<file path="src/rtl/pci_ctl_pkg.sv">
// Shared constants and pin bundles for the parallel bus control engine.
package pci_ctl_pkg;

    localparam logic [3:0] CMD_MEM_RD = 4'h6;
    localparam logic [3:0] CMD_MEM_WR = 4'h7;
    localparam logic [3:0] CMD_CFG_RD = 4'hA;
    localparam logic [3:0] CMD_CFG_WR = 4'hB;
    // Bit 0 of the bus command separates writes from reads for every supported command.
    localparam int CMD_WRITE_BIT = 0;

    // Field positions inside the 16-bit command register value.
    localparam int CMDREG_PERR_EN_BIT = 6;
    localparam int CMDREG_SERR_EN_BIT = 8;

    // Clocks after the address phase within which a target must claim, ending with
    // the subtractive decode slot.
    localparam logic [2:0] DEVSEL_WINDOW_CYC = 3'h5;

    // Memory window: one 4 KiB block whose base the system supplies.
    localparam int MEM_BASE_LSB = 12;
    localparam int MEM_BASE_W = 32 - MEM_BASE_LSB;

    localparam logic [31:0] AD_PARK = 32'h0000_0000;
    localparam logic [3:0] CBE_PARK = 4'h0;

    typedef struct packed {
        logic frame_n;
        logic irdy_n;
        logic trdy_n;
        logic devsel_n;
        logic stop_n;
        logic gnt_n;
        logic idsel;
        logic par;
    } pin_in_s;

    typedef struct packed {
        logic frame_n;
        logic irdy_n;
        logic trdy_n;
        logic devsel_n;
        logic stop_n;
        logic perr_n;
        logic serr_n;
        logic req_n;
        logic par;
    } pin_out_s;

    typedef struct packed {
        logic frame;
        logic irdy;
        logic trdy;
        logic devsel;
        logic stop;
        logic perr;
        logic serr;
        logic par;
    } pin_oe_s;

    localparam pin_out_s PIN_OUT_IDLE = '{frame_n: 1'b1, irdy_n: 1'b1, trdy_n: 1'b1,
        devsel_n: 1'b1, stop_n: 1'b1, perr_n: 1'b1, serr_n: 1'b1, req_n: 1'b1, par: 1'b0};

    typedef enum logic [7:0] {
        ST_IDLE   = 8'b0000_0001,
        ST_I_ADDR = 8'b0000_0010,
        ST_I_DATA = 8'b0000_0100,
        ST_I_TURN = 8'b0000_1000,
        ST_T_DEC  = 8'b0001_0000,
        ST_T_DATA = 8'b0010_0000,
        ST_T_HOLD = 8'b0100_0000,
        ST_T_TURN = 8'b1000_0000
    } state_e;

endpackage : pci_ctl_pkg

</file>
<file path="src/rtl/pci_ctl.sv">
// Bus control engine: target claim, single-phase initiator, arbitration and parity errors.
// Function
// - As target, drive device-select active to claim a transaction addressed here.
// - As initiator, watch device-select; abort the cycle if nobody claims in time.
// - Initiator drives frame, asserting it at transaction start; the data phase runs with frame deasserted.
// - Frame deasserted marks the current data phase as the final one.
// - Accept bus ownership from grant even without a pending request (parking).
// - Answer configuration accesses only when the config select input is high.
// - A data phase completes on an edge with initiator ready and either target ready or stop asserted.
// - Drive parity error on data parity mismatch only if command bit 6 set.
// - Assert bus request whenever this device needs to become initiator.
// - Pulse system error on a system error when command bit 8 set.
// - System error may be signalled even when not target of the transaction.
// - Also pulse system error on a card-side address parity error, when enabled.
// - A target may assert stop to end a transaction; the initiator honours it.
// - Even parity over data and byte lines; parity driven one clock after phase.
// - Byte lines carry command in address phase, lane enables in data phases.
module pci_ctl (
    input wire logic mclk,
    input wire logic rst_n,
    input wire logic clk_en,
    input wire pci_ctl_pkg::pin_in_s bus_in,
    input wire logic [31:0] ad_in,
    input wire logic [3:0] cbe_in,
    output pci_ctl_pkg::pin_out_s bus_out,
    output pci_ctl_pkg::pin_oe_s bus_oe,
    output logic [31:0] ad_out,
    output logic ad_oe,
    output logic [3:0] cbe_out,
    output logic cbe_oe,
    input wire logic [15:0] command_bits,
    input wire logic [pci_ctl_pkg::MEM_BASE_W-1:0] mem_base,
    input wire logic sys_err,
    input wire logic cb_addr_perr,
    input wire logic ini_start,
    input wire logic [3:0] ini_cmd,
    input wire logic [31:0] ini_addr,
    input wire logic [31:0] ini_wdata,
    input wire logic [3:0] ini_be,
    output logic ini_busy,
    output logic ini_done,
    output logic ini_abort,
    output logic ini_stopped,
    output logic [31:0] ini_rdata,
    output logic [31:0] tgt_addr,
    output logic [3:0] tgt_cmd,
    input wire logic [31:0] tgt_rdata,
    output logic tgt_wr,
    output logic tgt_rd,
    output logic [31:0] tgt_wdata,
    output logic [3:0] tgt_be
);
    import pci_ctl_pkg::*;

    state_e st_reg, st_next;
    pin_out_s po_reg, po_next;
    pin_oe_s poe_reg, poe_next;
    logic [31:0] ad_reg, ad_next;
    logic ad_oe_reg, ad_oe_next;
    logic [3:0] cbe_reg, cbe_next;
    logic cbe_oe_reg, cbe_oe_next;
    logic [2:0] cnt_reg, cnt_next;
    logic pend_reg, pend_next;
    logic [3:0] lcmd_reg, lcmd_next;
    logic [31:0] laddr_reg, laddr_next;
    logic [31:0] lwdata_reg, lwdata_next;
    logic [3:0] lbe_reg, lbe_next;
    logic busy_reg, busy_next;
    logic done_reg, done_next;
    logic abort_reg, abort_next;
    logic stopped_reg, stopped_next;
    logic [31:0] rdata_reg, rdata_next;
    logic [31:0] taddr_reg, taddr_next;
    logic [3:0] tcmd_reg, tcmd_next;
    logic twr_reg, twr_next;
    logic trd_reg, trd_next;
    logic [31:0] twdata_reg, twdata_next;
    logic [3:0] tbe_reg, tbe_next;
    logic frame_prev_reg;
    logic chk_reg, chk_next;
    logic chk_due_reg, chk_due_next;
    logic ap_chk_reg;
    logic ap_due_reg;

    logic addr_phase;
    logic bus_idle;
    logic hit;
    logic ini_wr;
    logic tgt_is_wr;
    logic perr_err;
    logic serr_evt;

    always_comb begin
        bus_idle = bus_in.frame_n && bus_in.irdy_n;
        addr_phase = !bus_in.frame_n && frame_prev_reg && bus_in.irdy_n;
        hit = (((cbe_in == CMD_CFG_RD) || (cbe_in == CMD_CFG_WR)) && bus_in.idsel)
            || (((cbe_in == CMD_MEM_RD) || (cbe_in == CMD_MEM_WR))
            && (ad_in[31:MEM_BASE_LSB] == mem_base));
        ini_wr = lcmd_reg[CMD_WRITE_BIT];
        tgt_is_wr = tcmd_reg[CMD_WRITE_BIT];
        // Parity lands one clock after the phase it covers, so the check runs a clock late.
        perr_err = chk_due_reg && (bus_in.par != chk_reg)
            && command_bits[CMDREG_PERR_EN_BIT];
        serr_evt = command_bits[CMDREG_SERR_EN_BIT]
            && ((ap_due_reg && (bus_in.par != ap_chk_reg))
            || sys_err || cb_addr_perr);
    end

    always_comb begin
        st_next = st_reg;
        po_next = PIN_OUT_IDLE;
        poe_next = '0;
        ad_next = ad_reg;
        ad_oe_next = 1'b0;
        cbe_next = cbe_reg;
        cbe_oe_next = 1'b0;
        cnt_next = cnt_reg;
        pend_next = pend_reg;
        lcmd_next = lcmd_reg;
        laddr_next = laddr_reg;
        lwdata_next = lwdata_reg;
        lbe_next = lbe_reg;
        busy_next = busy_reg;
        done_next = 1'b0;
        abort_next = abort_reg;
        stopped_next = stopped_reg;
        rdata_next = rdata_reg;
        taddr_next = taddr_reg;
        tcmd_next = tcmd_reg;
        twr_next = 1'b0;
        trd_next = 1'b0;
        twdata_next = twdata_reg;
        tbe_next = tbe_reg;
        chk_next = ^{ad_in, cbe_in};
        chk_due_next = 1'b0;

        if (ini_start && !busy_reg) begin
            pend_next = 1'b1;
            busy_next = 1'b1;
            lcmd_next = ini_cmd;
            laddr_next = ini_addr;
            lwdata_next = ini_wdata;
            lbe_next = ini_be;
        end

        unique case (st_reg)
            ST_IDLE: begin
                if (pend_reg && !bus_in.gnt_n && bus_idle) begin
                    st_next = ST_I_ADDR;
                    pend_next = 1'b0;
                    cnt_next = '0;
                    abort_next = 1'b0;
                    stopped_next = 1'b0;
                    po_next.frame_n = 1'b0;
                    poe_next.frame = 1'b1;
                    ad_next = laddr_reg;
                    ad_oe_next = 1'b1;
                    cbe_next = lcmd_reg;
                    cbe_oe_next = 1'b1;
                end else if (addr_phase && hit) begin
                    st_next = ST_T_DEC;
                    taddr_next = ad_in;
                    tcmd_next = cbe_in;
                    po_next.devsel_n = 1'b0;
                    poe_next.devsel = 1'b1;
                    poe_next.trdy = 1'b1;
                    poe_next.stop = 1'b1;
                end else if (!bus_in.gnt_n && !pend_reg && bus_idle) begin
                    // Parked here: keep the shared lines from floating.
                    ad_next = AD_PARK;
                    ad_oe_next = 1'b1;
                    cbe_next = CBE_PARK;
                    cbe_oe_next = 1'b1;
                end
            end
            ST_I_ADDR: begin
                // Single-phase transfers only, so the first data phase is already the last.
                st_next = ST_I_DATA;
                poe_next.frame = 1'b1;
                po_next.irdy_n = 1'b0;
                poe_next.irdy = 1'b1;
                cbe_next = lbe_reg;
                cbe_oe_next = 1'b1;
                ad_next = lwdata_reg;
                ad_oe_next = ini_wr;
            end
            ST_I_DATA: begin
                cnt_next = (cnt_reg == DEVSEL_WINDOW_CYC) ? cnt_reg : cnt_reg + 3'h1;
                if (!bus_in.devsel_n && (!bus_in.trdy_n || !bus_in.stop_n)) begin
                    st_next = ST_I_TURN;
                    done_next = 1'b1;
                    stopped_next = bus_in.trdy_n;
                    po_next.irdy_n = 1'b1;
                    poe_next.irdy = 1'b1;
                    if (!bus_in.trdy_n && !ini_wr) begin
                        rdata_next = ad_in;
                        chk_due_next = 1'b1;
                    end
                end else if (bus_in.devsel_n && (cnt_reg == DEVSEL_WINDOW_CYC - 3'h1)) begin
                    st_next = ST_I_TURN;
                    done_next = 1'b1;
                    abort_next = 1'b1;
                    po_next.irdy_n = 1'b1;
                    poe_next.irdy = 1'b1;
                end else begin
                    poe_next.frame = 1'b1;
                    po_next.irdy_n = 1'b0;
                    poe_next.irdy = 1'b1;
                    cbe_oe_next = 1'b1;
                    ad_oe_next = ini_wr;
                end
            end
            ST_I_TURN: begin
                st_next = ST_IDLE;
                busy_next = pend_next;
            end
            ST_T_DEC: begin
                st_next = ST_T_DATA;
                po_next.devsel_n = 1'b0;
                poe_next.devsel = 1'b1;
                po_next.trdy_n = 1'b0;
                poe_next.trdy = 1'b1;
                // No bursts here: disconnect with the first word if more are framed.
                po_next.stop_n = bus_in.frame_n;
                poe_next.stop = 1'b1;
                ad_next = tgt_rdata;
                ad_oe_next = !tgt_is_wr;
            end
            ST_T_DATA: begin
                poe_next.devsel = 1'b1;
                poe_next.trdy = 1'b1;
                poe_next.stop = 1'b1;
                if (!bus_in.irdy_n) begin
                    twr_next = tgt_is_wr;
                    trd_next = !tgt_is_wr;
                    chk_due_next = tgt_is_wr;
                    if (tgt_is_wr) begin
                        twdata_next = ad_in;
                        tbe_next = cbe_in;
                    end
                    if (bus_in.frame_n) begin
                        st_next = ST_T_TURN;
                    end else begin
                        st_next = ST_T_HOLD;
                        po_next.devsel_n = 1'b0;
                        po_next.stop_n = 1'b0;
                    end
                end else begin
                    po_next.devsel_n = 1'b0;
                    po_next.trdy_n = 1'b0;
                    po_next.stop_n = bus_in.frame_n;
                    ad_oe_next = !tgt_is_wr;
                end
            end
            ST_T_HOLD: begin
                poe_next.devsel = 1'b1;
                poe_next.trdy = 1'b1;
                poe_next.stop = 1'b1;
                if (bus_in.frame_n) begin
                    st_next = ST_T_TURN;
                end else begin
                    po_next.devsel_n = 1'b0;
                    po_next.stop_n = 1'b0;
                end
            end
            ST_T_TURN: begin
                st_next = ST_IDLE;
            end
        endcase

        po_next.req_n = !pend_next;
        po_next.par = chk_next;
        poe_next.par = ad_oe_reg;
        po_next.perr_n = !perr_err;
        // Drive the error line high for one clock after a pulse before letting it float.
        poe_next.perr = perr_err || !po_reg.perr_n;
        po_next.serr_n = !serr_evt;
        poe_next.serr = serr_evt;
    end

    always_ff @(posedge mclk) begin
        if (!rst_n) begin
            st_reg <= ST_IDLE;
            po_reg <= PIN_OUT_IDLE;
            poe_reg <= '0;
            ad_reg <= '0;
            ad_oe_reg <= 1'b0;
            cbe_reg <= '0;
            cbe_oe_reg <= 1'b0;
            cnt_reg <= '0;
            pend_reg <= 1'b0;
            lcmd_reg <= '0;
            laddr_reg <= '0;
            lwdata_reg <= '0;
            lbe_reg <= '0;
            busy_reg <= 1'b0;
            done_reg <= 1'b0;
            abort_reg <= 1'b0;
            stopped_reg <= 1'b0;
            rdata_reg <= '0;
            taddr_reg <= '0;
            tcmd_reg <= '0;
            twr_reg <= 1'b0;
            trd_reg <= 1'b0;
            twdata_reg <= '0;
            tbe_reg <= '0;
            frame_prev_reg <= 1'b1;
            chk_reg <= 1'b0;
            chk_due_reg <= 1'b0;
            ap_chk_reg <= 1'b0;
            ap_due_reg <= 1'b0;
        end else if (clk_en) begin
            st_reg <= st_next;
            po_reg <= po_next;
            poe_reg <= poe_next;
            ad_reg <= ad_next;
            ad_oe_reg <= ad_oe_next;
            cbe_reg <= cbe_next;
            cbe_oe_reg <= cbe_oe_next;
            cnt_reg <= cnt_next;
            pend_reg <= pend_next;
            lcmd_reg <= lcmd_next;
            laddr_reg <= laddr_next;
            lwdata_reg <= lwdata_next;
            lbe_reg <= lbe_next;
            busy_reg <= busy_next;
            done_reg <= done_next;
            abort_reg <= abort_next;
            stopped_reg <= stopped_next;
            rdata_reg <= rdata_next;
            taddr_reg <= taddr_next;
            tcmd_reg <= tcmd_next;
            twr_reg <= twr_next;
            trd_reg <= trd_next;
            twdata_reg <= twdata_next;
            tbe_reg <= tbe_next;
            frame_prev_reg <= bus_in.frame_n;
            chk_reg <= chk_next;
            chk_due_reg <= chk_due_next;
            ap_chk_reg <= chk_next;
            ap_due_reg <= addr_phase;
        end
    end

    assign bus_out = po_reg;
    assign bus_oe = poe_reg;
    assign ad_out = ad_reg;
    assign ad_oe = ad_oe_reg;
    assign cbe_out = cbe_reg;
    assign cbe_oe = cbe_oe_reg;
    assign ini_busy = busy_reg;
    assign ini_done = done_reg;
    assign ini_abort = abort_reg;
    assign ini_stopped = stopped_reg;
    assign ini_rdata = rdata_reg;
    assign tgt_addr = taddr_reg;
    assign tgt_cmd = tcmd_reg;
    assign tgt_wr = twr_reg;
    assign tgt_rd = trd_reg;
    assign tgt_wdata = twdata_reg;
    assign tgt_be = tbe_reg;

endmodule : pci_ctl

</file>
<file path="config.mk">
export PLATFORM = sky130hd
export DESIGN_NAME = pci_ctl
export DESIGN_NICKNAME = d
export VERILOG_FILES = /design/src/rtl/pci_ctl_pkg.sv /design/src/rtl/pci_ctl.sv
export SDC_FILE = /design/constraint.sdc
export NUM_CORES = 1
export LEC_CHECK = 0
export ABC_AREA = 1
export BUFFER_PORTS_ARGS = -buffer_cell sky130_fd_sc_hd__buf_2
export CORE_ASPECT_RATIO = 1.75
export CORE_MARGIN = 10
export CORE_UTILIZATION = 49
export CTS_CLUSTER_DIAMETER = 50
export DETAILED_ROUTE_END_ITERATION = 16
export GPL_ROUTABILITY_DRIVEN = 0
export GPL_TIMING_DRIVEN = 1
export PLACE_DENSITY_LB_ADDON = 0.3
export SYNTH_ARGS = -nofsm -noshare
export SYNTH_HDL_FRONTEND = slang
export SYNTH_SLANG_ARGS = --single-unit
</file>
<file path="constraint.sdc">
create_clock -name mclk -period 4.75 [get_ports mclk]
set_input_delay 0.95 -clock mclk [delete_from_list [all_inputs] [get_ports mclk]]
set_output_delay 0.95 -clock mclk [all_outputs]
set_load 0.005 [all_outputs]
</file>
==> impl_metrics.ini, run 1 <==
[run_status]
outcome = finished clean

[worst_setup_path]
cp_max_fo = 43
critical_path.reg2reg.startpoint = st_reg[5]
critPathKind = flip-flop to flip-flop
crit_chain = nor2_2, nand2_1, nor2_2, inv_2, nand3_1, nand2_1, clkinv_2, nand3_4, nand2_1, inv_1, nor2_1
cp-start-kind = flip-flop
end_kind = flip-flop
crit_path_max_incr_delay_ns = 0.61
reg2reg_depth = 11
crit_top_cell = nand2_1
worst_ep_arrival_time_ns = 3.45
cp_slowest_cell = nand3_4
startpoint = st_reg[5]
r2r-end = ad_out[29]
critPathRequiredTime_ns = 5.17
r2r_slack_ns = 1.72

[clock_network]
cts_setup_buffers = 0
clkLatencyLatePin_ns = 0.53
cts_hold_buf = 0
path_clk_slew_ns = 0.06
cts.sinks = 250
clockBufferDepth = 3
cts_buffers = 25
htreeDepth = 1
cts_resized = 0
cts_tree = built
cts-root-buf = clkbuf_16

[floorplan]
dieArea_sq_um = 30870
die_h_um = 225.0
core.rowCount = 75
core_sq_um = 23840
start_util_pct = 49.39
num_io_pins = 355
die_w_um = 137.2

[timing]
slew_violations = 0
tns_ns = 0
setup_viol = 0
max_freq_ghz = 0.3298
worst_slew_pin_slew_ns = 0.8036
setup_ws_ns = 1.718
hold_slack_ns = 0.4451
skew_ns = 0.01712
hold_viol_final = 0
slew_headroom_pct = 46.43
finalCritPeriodShare_pct = 63.84
min_period_ns = 3.032
rsz0062_at_grt = false

[synth]
synth_edf_count = 0
yosys_warnings = 0
ys_ff_latch = 250
yosysTopAreaCell = dfxtp_1
post_synth.cell_area_avg_sq_um = 6.696
seq_area_frac_synth_pct = 42.52
synth.distinct_cells = 37
syn-cell-area_sq_um = 11770
synth_most_common_cell = nand2_1
yosysTopAreaCellShare_pct = 42.52
postSynthCellCount = 1758
synthArstFlopShare_pct = 0
synth_common_cells = 363 x nand2_1, 262 x inv_1, 250 x dfxtp_1, 195 x nor2_1, 170 x o21ai_0
syn_nets = 1955
synth_area_leaders = dfxtp_1 43%, nand2_1 12%, inv_1 8.4%
synth_flop_cell = dfxtp_1

[pwr]
pwr-share-comb_pct = 18.7
p_leak_uw = 0.007072
peakVddDrop_mv = 0.3112
intPower_uw = 3661
p_clk_share_pct = 37.5
p_sw_uw = 1551
powerDensity_nw_per_um2 = 364.8
p_seq_share_pct = 43.9
switching_share_pct = 29.76

[route]
drtPass1Iterations = 5
drc = 0
ant_nets = 0
wl_um = 38770
via_count = 11996
drtIter0Drc = 595
routed_via_density = 5.087
wl_per_cell_um = 16.44

[placement]
placed_cells = 2310
hpwl_um = 28070
pre_cts_slack_ns = 1.295
io_buffers = 340

[cells_and_area]
drive_gt1_share_pct = 20.91
area_growth_pct = 21.39
fin_util_pct = 59.95
nNetsFinal = 2226
fillers = 2258
fin_cells = 2358

[worst_hold_path]
min_path_type = flip-flop to flip-flop
hold_end = tgt_wdata[31]
holdPathStages = 2
hp-start = tgt_wdata[31]

[grt]
grt_remaining_overflow = 0
grt_pass1_wl_um = 60080
gr-usage-all-layers_pct = 23.96
grt_max_degree = 104
antenna_found_initial = 3
grt_pass1_vias = 11355

[run]
cap_viol_max_count = 0
==> worst max-delay path by stage <==
stage | endpoint | slack, ns | cells after the start
detailed placement | ad_out[23] | 1.30 | 14
global placement | ad_out[4] | 1.31 | 14
finish | ad_out[29] | 1.72 | 11
global route | ad_out[16] | 1.45 | 11
CTS | ad_out[19] | 1.71 | 11
floorplan | ad_out[14] | 2.51 | 14
==> metal layers <==
layer	GRT usage, %	vias up	wire length [um]
met4	9.590	0	1389
met2	42.88	449	19710
met5	0	-	0
li1	-	6031	-
met1	25.19	5436	13950
met3	7.344	80	3720
==> layout make-up <==
cell class,count,area (sq um),area share [%]
multi-input combinational,1111,5216,36.51
sequential,250,5005,35.03
timing repair buffer,352,1798,12.58
inverter,289,1087,7.609
clock buffer,33,665.6,4.658
tap,308,385.4,2.697
clock inverter,12,123.9,0.8669
antenna,3,7.507,0.05254
==> kinds of logic (layout without fill, tap and decap cells) <==
family / count (synthesis) / in the layout / synth area share [%]
xor gates and xnor gates: 35 / 35 / 2.604
AOI/OAI and AO/OA: 345 / 345 / 14.85
buffers and inverters: 397 / 686 / 13.30
adders and majority gates: 7 / 7 / 0.7440
and+or+nand+nor: 724 / 724 / 25.99
other: 0 / 3 / 0
DFF: 250 / 250 / 42.52
==> per-stage QoR <==
stage	power (uW)	instance area (sq um)
floorplan	2970	11770
global placement	3280	13490
detailed placement	3301	13490
CTS	5248	14280
global route	5473	14290
finish	5212	14290
==> placed cells by master, fill, tap and decap left out, types with 9 or more instances in the layout <==
cell type / instances
nand2_1: 363
buf_2: 339
inv_1: 261
dfxtp_1: 250
nor2_1: 195
o21ai_0: 170
a21oi_1: 159
nand3_1: 72
nand4_1: 37
nor3_1: 35
clkbuf_16: 25
xnor2_1: 21
inv_2: 16
xor2_1: 14
buf_4: 12
clkinv_1: 10
o21ai_1: 9
==> worst max-delay path: cells and delay by family (launching register included) <==
kind	cells	cell delay (ns)
buffers and inverters	3	1.09
flip-flops	1	0.45
AND/OR/NAND/NOR	8	1.31
==> power groups by stage <==
stage,sequential (uW),clock (uW),combinational (uW)
6_report,2290,1950,973
5_1_grt,2300,2070,1100
4_1_cts,2290,1980,978
3_5_place_dp,2330,0,968
3_3_place_gp,2330,0,951
2_1_floorplan,2330,0,639
No activity file was read; power rests on OpenSTA's default activity.
==> run 2, diff against run 1 <==
Settings changed: CORE_UTILIZATION 49 to 47.
Clock period 4.75 ns to 2.6 ns, I/O delays scaled along.
==> impl_metrics.ini, run 2 (same netlist as run 1, synthesis figures left out) <==
[clock_network]
clockBufferDepth = 3
cts_setup_buffers = 0
cts_tree = built
cts-root-buf = clkbuf_16
cts_resized = 0
cts_hold_buf = 0
htreeDepth = 1
path_clk_slew_ns = 0.07
cts.sinks = 250
clkLatencyLatePin_ns = 0.54
cts_buffers = 26

[worst_setup_path]
critPathTopFamily = simple AND/OR/NAND/NOR gates
critPathKind = flip-flop to flip-flop
cp_slowest_cell = dfxtp_1
crit_top_cell = nand2_1
r2r-end = ad_out[24]
critPathRequiredTime_ns = 3.04
reg2reg_depth = 11
worst_ep_arrival_time_ns = 2.57
crit_path_max_incr_delay_ns = 0.37
critical_path.reg2reg.startpoint = st_reg[5]
critical_path_buf_inv_count = 2
r2r_slack_ns = 0.47
cp_max_fo = 32
cp-start-kind = flip-flop
end_kind = flip-flop
crit_chain = nor2_2, nand2_1, nor2_2, inv_2, nand2_1, buf_4, nor3_1, nor2_1, nand4_1, nand2_1, nor2_1

[placement]
placed_cells = 2332
pre_cts_slack_ns = 0.01984
hpwl_um = 28870
io_buffers = 340

[timing]
setup_ws_ns = 0.4674
finalCritPeriodShare_pct = 82.02
min_period_ns = 2.133
hold_viol_final = 0
worst_slew_pin_slew_ns = 0.7155
slew_headroom_pct = 52.30
rsz0062_at_grt = false
max_freq_ghz = 0.4689
skew_ns = 0.01105
setup_viol = 0
tns_ns = 0
slew_violations = 0

[grt]
grt_remaining_overflow = 0
antenna_found_initial = 1
grt_pass1_wl_um = 61930
grt_max_degree = 168
grt_pass1_vias = 11543
gr-usage-all-layers_pct = 23.40

[route]
wl_per_cell_um = 16.44
via_count = 11863
drtPass1Iterations = 8
routed_via_density = 4.984
ant_nets = 0
drtIter0Drc = 728
wl_um = 39130
drc = 0

[cells_and_area]
drive_gt1_share_pct = 22.00
multi_input_area_sq_um = 5216
mostFrequentLayoutCells = 363 x nand2_1, 339 x buf_2, 261 x inv_1, 250 x dfxtp_1, 195 x nor2_1
fillers = 2313
register_area_sq_um = 5005
antenna_cells = 0
nNetsFinal = 2245
fin_cells = 2380
area_growth_pct = 25.11
fin_util_pct = 59.79
final_common_cell = nand2_1

[floorplan]
start_util_pct = 47.80
num_io_pins = 355
core_sq_um = 24630
dieArea_sq_um = 32020
core.rowCount = 76
die_h_um = 229.4
die_w_um = 139.6

[worst_hold_path]
min_path_type = input port to flip-flop
holdPathStages = 3
hold_end = lcmd_reg[3]
hp-start = ini_cmd[3]

[pwr]
peakVddDrop_mv = 0.5669
p_leak_uw = 0.007312
powerDensity_nw_per_um2 = 694.5

[run]
cap_viol_max_count = 0

[run_status]
outcome = finished clean
run 2: cell types whose count changed in the layout (fill, tap and decap cells not counted), sizes merged:
cell | before | now
buf | 352 | 370
clkbuf | 33 | 38
clkinv | 18 | 14
diode | 3 | 0
bufinv | 2 | 4
clkinvlp | 4 | 2
inv | 277 | 279
run 2: area by class of cell:
class | instances | share of cell area [%]
multi-input cells | 1111 | 35.42
clock buffers | 38 | 5.548
flip-flops and latches | 250 | 33.98
clock inverters | 10 | 1.121
inverters | 289 | 7.383
repair buffers | 370 | 13.89
well taps | 312 | 2.651
run 2: worst reg2reg max path, cell delays in order (launching register included):
cell,delay (ns)
dfxtp_1,0.37
nor2_2,0.15
nand2_1,0.14
nor2_2,0.27
inv_2,0.09
nand2_1,0.08
buf_4,0.36
nor3_1,0.13
nor2_1,0.18
nand4_1,0.13
nand2_1,0.09
nor2_1,0.05
run 2: worst max path at each step:
stage	depth (start not counted)	to	slack, ns	startpoint
CTS	11	ad_out[24]	0.50	st_reg[5]
finish	11	ad_out[24]	0.47	st_reg[5]
detailed placement	15	tgt_cmd[0]	0.02	cbe_in[0]
global placement	15	tgt_cmd[0]	0.04	cbe_in[0]
floorplan	14	ad_out[22]	0.79	cbe_in[0]
global route	10	ini_rdata[21]	0.30	st_reg[7]
run 2: metal layers:
| layer | up-vias | wire length [um] | global-route usage (%) |
|---|---|---|---|
| met2 | 397 | 20250 | 42.54 |
| met4 | 2 | 1161 | 8.193 |
| met5 | - | 13 | 0 |
| met1 | 5318 | 14370 | 25.08 |
| met3 | 65 | 3335 | 6.671 |
| li1 | 6081 | - | - |
run 2: power by group:
part | internal, uW | switching [uW] | total (uW)
Clock | 2580 | 1630 | 4210
Sequential | 4070 | 119 | 4180
Combinational | 657 | 1180 | 1830
Total | 7310 | 2920 | 10200
run 2: per-stage QoR:
step / total power (uW) / cell area, sq um / hold slack (ns)
4_1_cts: 10330 / 14730 / 0.2038
2_1_floorplan: 5425 / 11770 / 0.4245
6_report: 10230 / 14730 / 0.2270
5_1_grt: 10720 / 14730 / 0.2301
3_5_place_dp: 6100 / 13740 / 0.4360
3_3_place_gp: 6065 / 13740 / 0.4294
==> run 3, diff against run 2 <==
Settings changed: CORE_UTILIZATION 47 to 49.
Clock period 2.6 ns to 2 ns, I/O delays scaled along.
==> impl_metrics.ini, run 3 (same netlist as run 1, synthesis figures left out) <==
[floorplan]
dieArea_sq_um = 30870
num_io_pins = 355
die_h_um = 225.0
die_w_um = 137.2
core_sq_um = 23840
start_util_pct = 49.39
core.rowCount = 75

[timing]
max_freq_ghz = 0.5235
setup_ws_ns = 0.08975
min_period_ns = 1.910
skew_ns = 0.01081
setup_viol = 0
hold_slack_ns = 0.1351
worst_slew_pin_slew_ns = 0.6718
slew_violations = 0
hold_viol_final = 0
finalCritPeriodShare_pct = 95.51
slew_headroom_pct = 55.17

[clock_network]
cts_tree = built
cts-root-buf = clkbuf_16
cts.sinks = 250
cts_buffers = 25
clkLatencyLatePin_ns = 0.53
clockBufferDepth = 3
path_clk_slew_ns = 0.06
cts_hold_buf = 0
htreeDepth = 1

[route]
drtPass1Iterations = 7
drtIter0Drc = 639
routed_via_density = 5.066
drc = 0
wl_per_cell_um = 16.50
wl_um = 40040
ant_nets = 0
via_count = 12294

[worst_setup_path]
crit_chain = nor2_2, nand2_2, inv_2, nand4_1, inv_4, nand3_2, inv_4, buf_12, o21ai_0, a21oi_1
end_kind = flip-flop
cp_max_fo = 13
critPathKind = flip-flop to flip-flop
cp-start-kind = flip-flop
worst_ep_arrival_time_ns = 2.36
reg2reg_depth = 10
cp_slowest_cell = dfxtp_1
crit_path_max_incr_delay_ns = 0.36
crit_top_cell = inv_4
critPathRequiredTime_ns = 2.45

[worst_hold_path]
holdPathStages = 3
min_path_type = input port to flip-flop

[pwr]
pwr-share-comb_pct = 20.2
powerDensity_nw_per_um2 = 834.9
p_sw_uw = 3724
p_leak_uw = 0.007489
peakVddDrop_mv = 0.8083
p_seq_share_pct = 43.4
intPower_uw = 8823
switching_share_pct = 29.68
p_clk_share_pct = 36.4

[cells_and_area]
register_area_sq_um = 5005
multi_input_area_sq_um = 5248
final_common_cell = nand2_1
fillers = 2201
drive_gt1_share_pct = 23.79
nNetsFinal = 2297
area_growth_pct = 27.67
mostFrequentLayoutCells = 362 x nand2_1, 339 x buf_2, 260 x inv_1, 250 x dfxtp_1, 194 x nor2_1

[grt]
grt_remaining_overflow = 0
grt_max_degree = 78
gr-usage-all-layers_pct = 24.46
grt_pass1_wl_um = 61550
antenna_found_initial = 6
grt_pass1_vias = 12018

[run]
cap_viol_max_count = 0

[placement]
pre_cts_slack_ns = -0.4350
io_buffers = 340
hpwl_um = 29540

[run_status]
outcome = finished clean
[run 3: critical path, delay by kind of cell, from the launching register on]
| family | cells | cell delay, ns |
|---|---|---|
| buffers and inverters | 4 | 0.54 |
| DFF | 1 | 0.36 |
| and+or+nand+nor | 4 | 0.61 |
| AOI/OAI and AO/OA | 2 | 0.30 |
[run 3: final timing paths]
kind	startpoint	end	slack [ns]
max	st_reg[7]	ini_rdata[18]	0.09
min	ini_cmd[2]	lcmd_reg[2]	0.14
max reg2reg	st_reg[7]	ini_rdata[18]	0.09
min reg2reg	tgt_wdata[6]	tgt_wdata[6]	0.44
[run 3: power by group through the flow]
stage / sequential (uW) / clock [uW] / combinational (uW)
6_report: 5450 / 4560 / 2530
5_1_grt: 5480 / 4830 / 2870
4_1_cts: 5440 / 4630 / 2500
3_5_place_dp: 5550 / 0 / 2470
3_3_place_gp: 5540 / 0 / 2420
2_1_floorplan: 5540 / 0 / 1520
[run 3: timing repair]
item | in CTS | in global routing
setup buffers | 3 | 2
setup endpoints to repair | 22 | 92
pin swaps | 0 | 1
cloned | 0 | 2
gates resized for setup | 1 | 13
[run 3: final cells by class]
cell class,instances,area share (%)
Timing Repair Buffer,423,16.71
Clock buffer,34,4.654
Multi-Input combinational cell,1111,34.92
Clock inverter,7,0.4829
Inverter,289,7.285
Antenna cell,5,0.08326
Tap cell,308,2.564
Sequential cell,250,33.30
[run 3: metal layers]
layer  vias up  part of all wire (%)  global-route usage, %
met2       517                    50                  43.66
li1       6170                     -                      -
met4         2                   4.8                  11.16
met1      5498                    36                  25.38
met3       107                   9.8                  7.299
met5         -                 0.017                      0
[run 3: metrics by stage]
stage	TNS (ns)	util [%]	cell area (sq um)	power, uW	cells
after detailed placement	-28.72	59.20	14110	8027	2374
after floorplan	0	-	11770	7053	1758
after global placement	-24.33	59.20	14110	7964	2374
final	0	63.05	15030	12550	2427
after global routing	-0.008464	63.05	15030	13170	2427
after CTS	0	62.54	14910	12570	2418
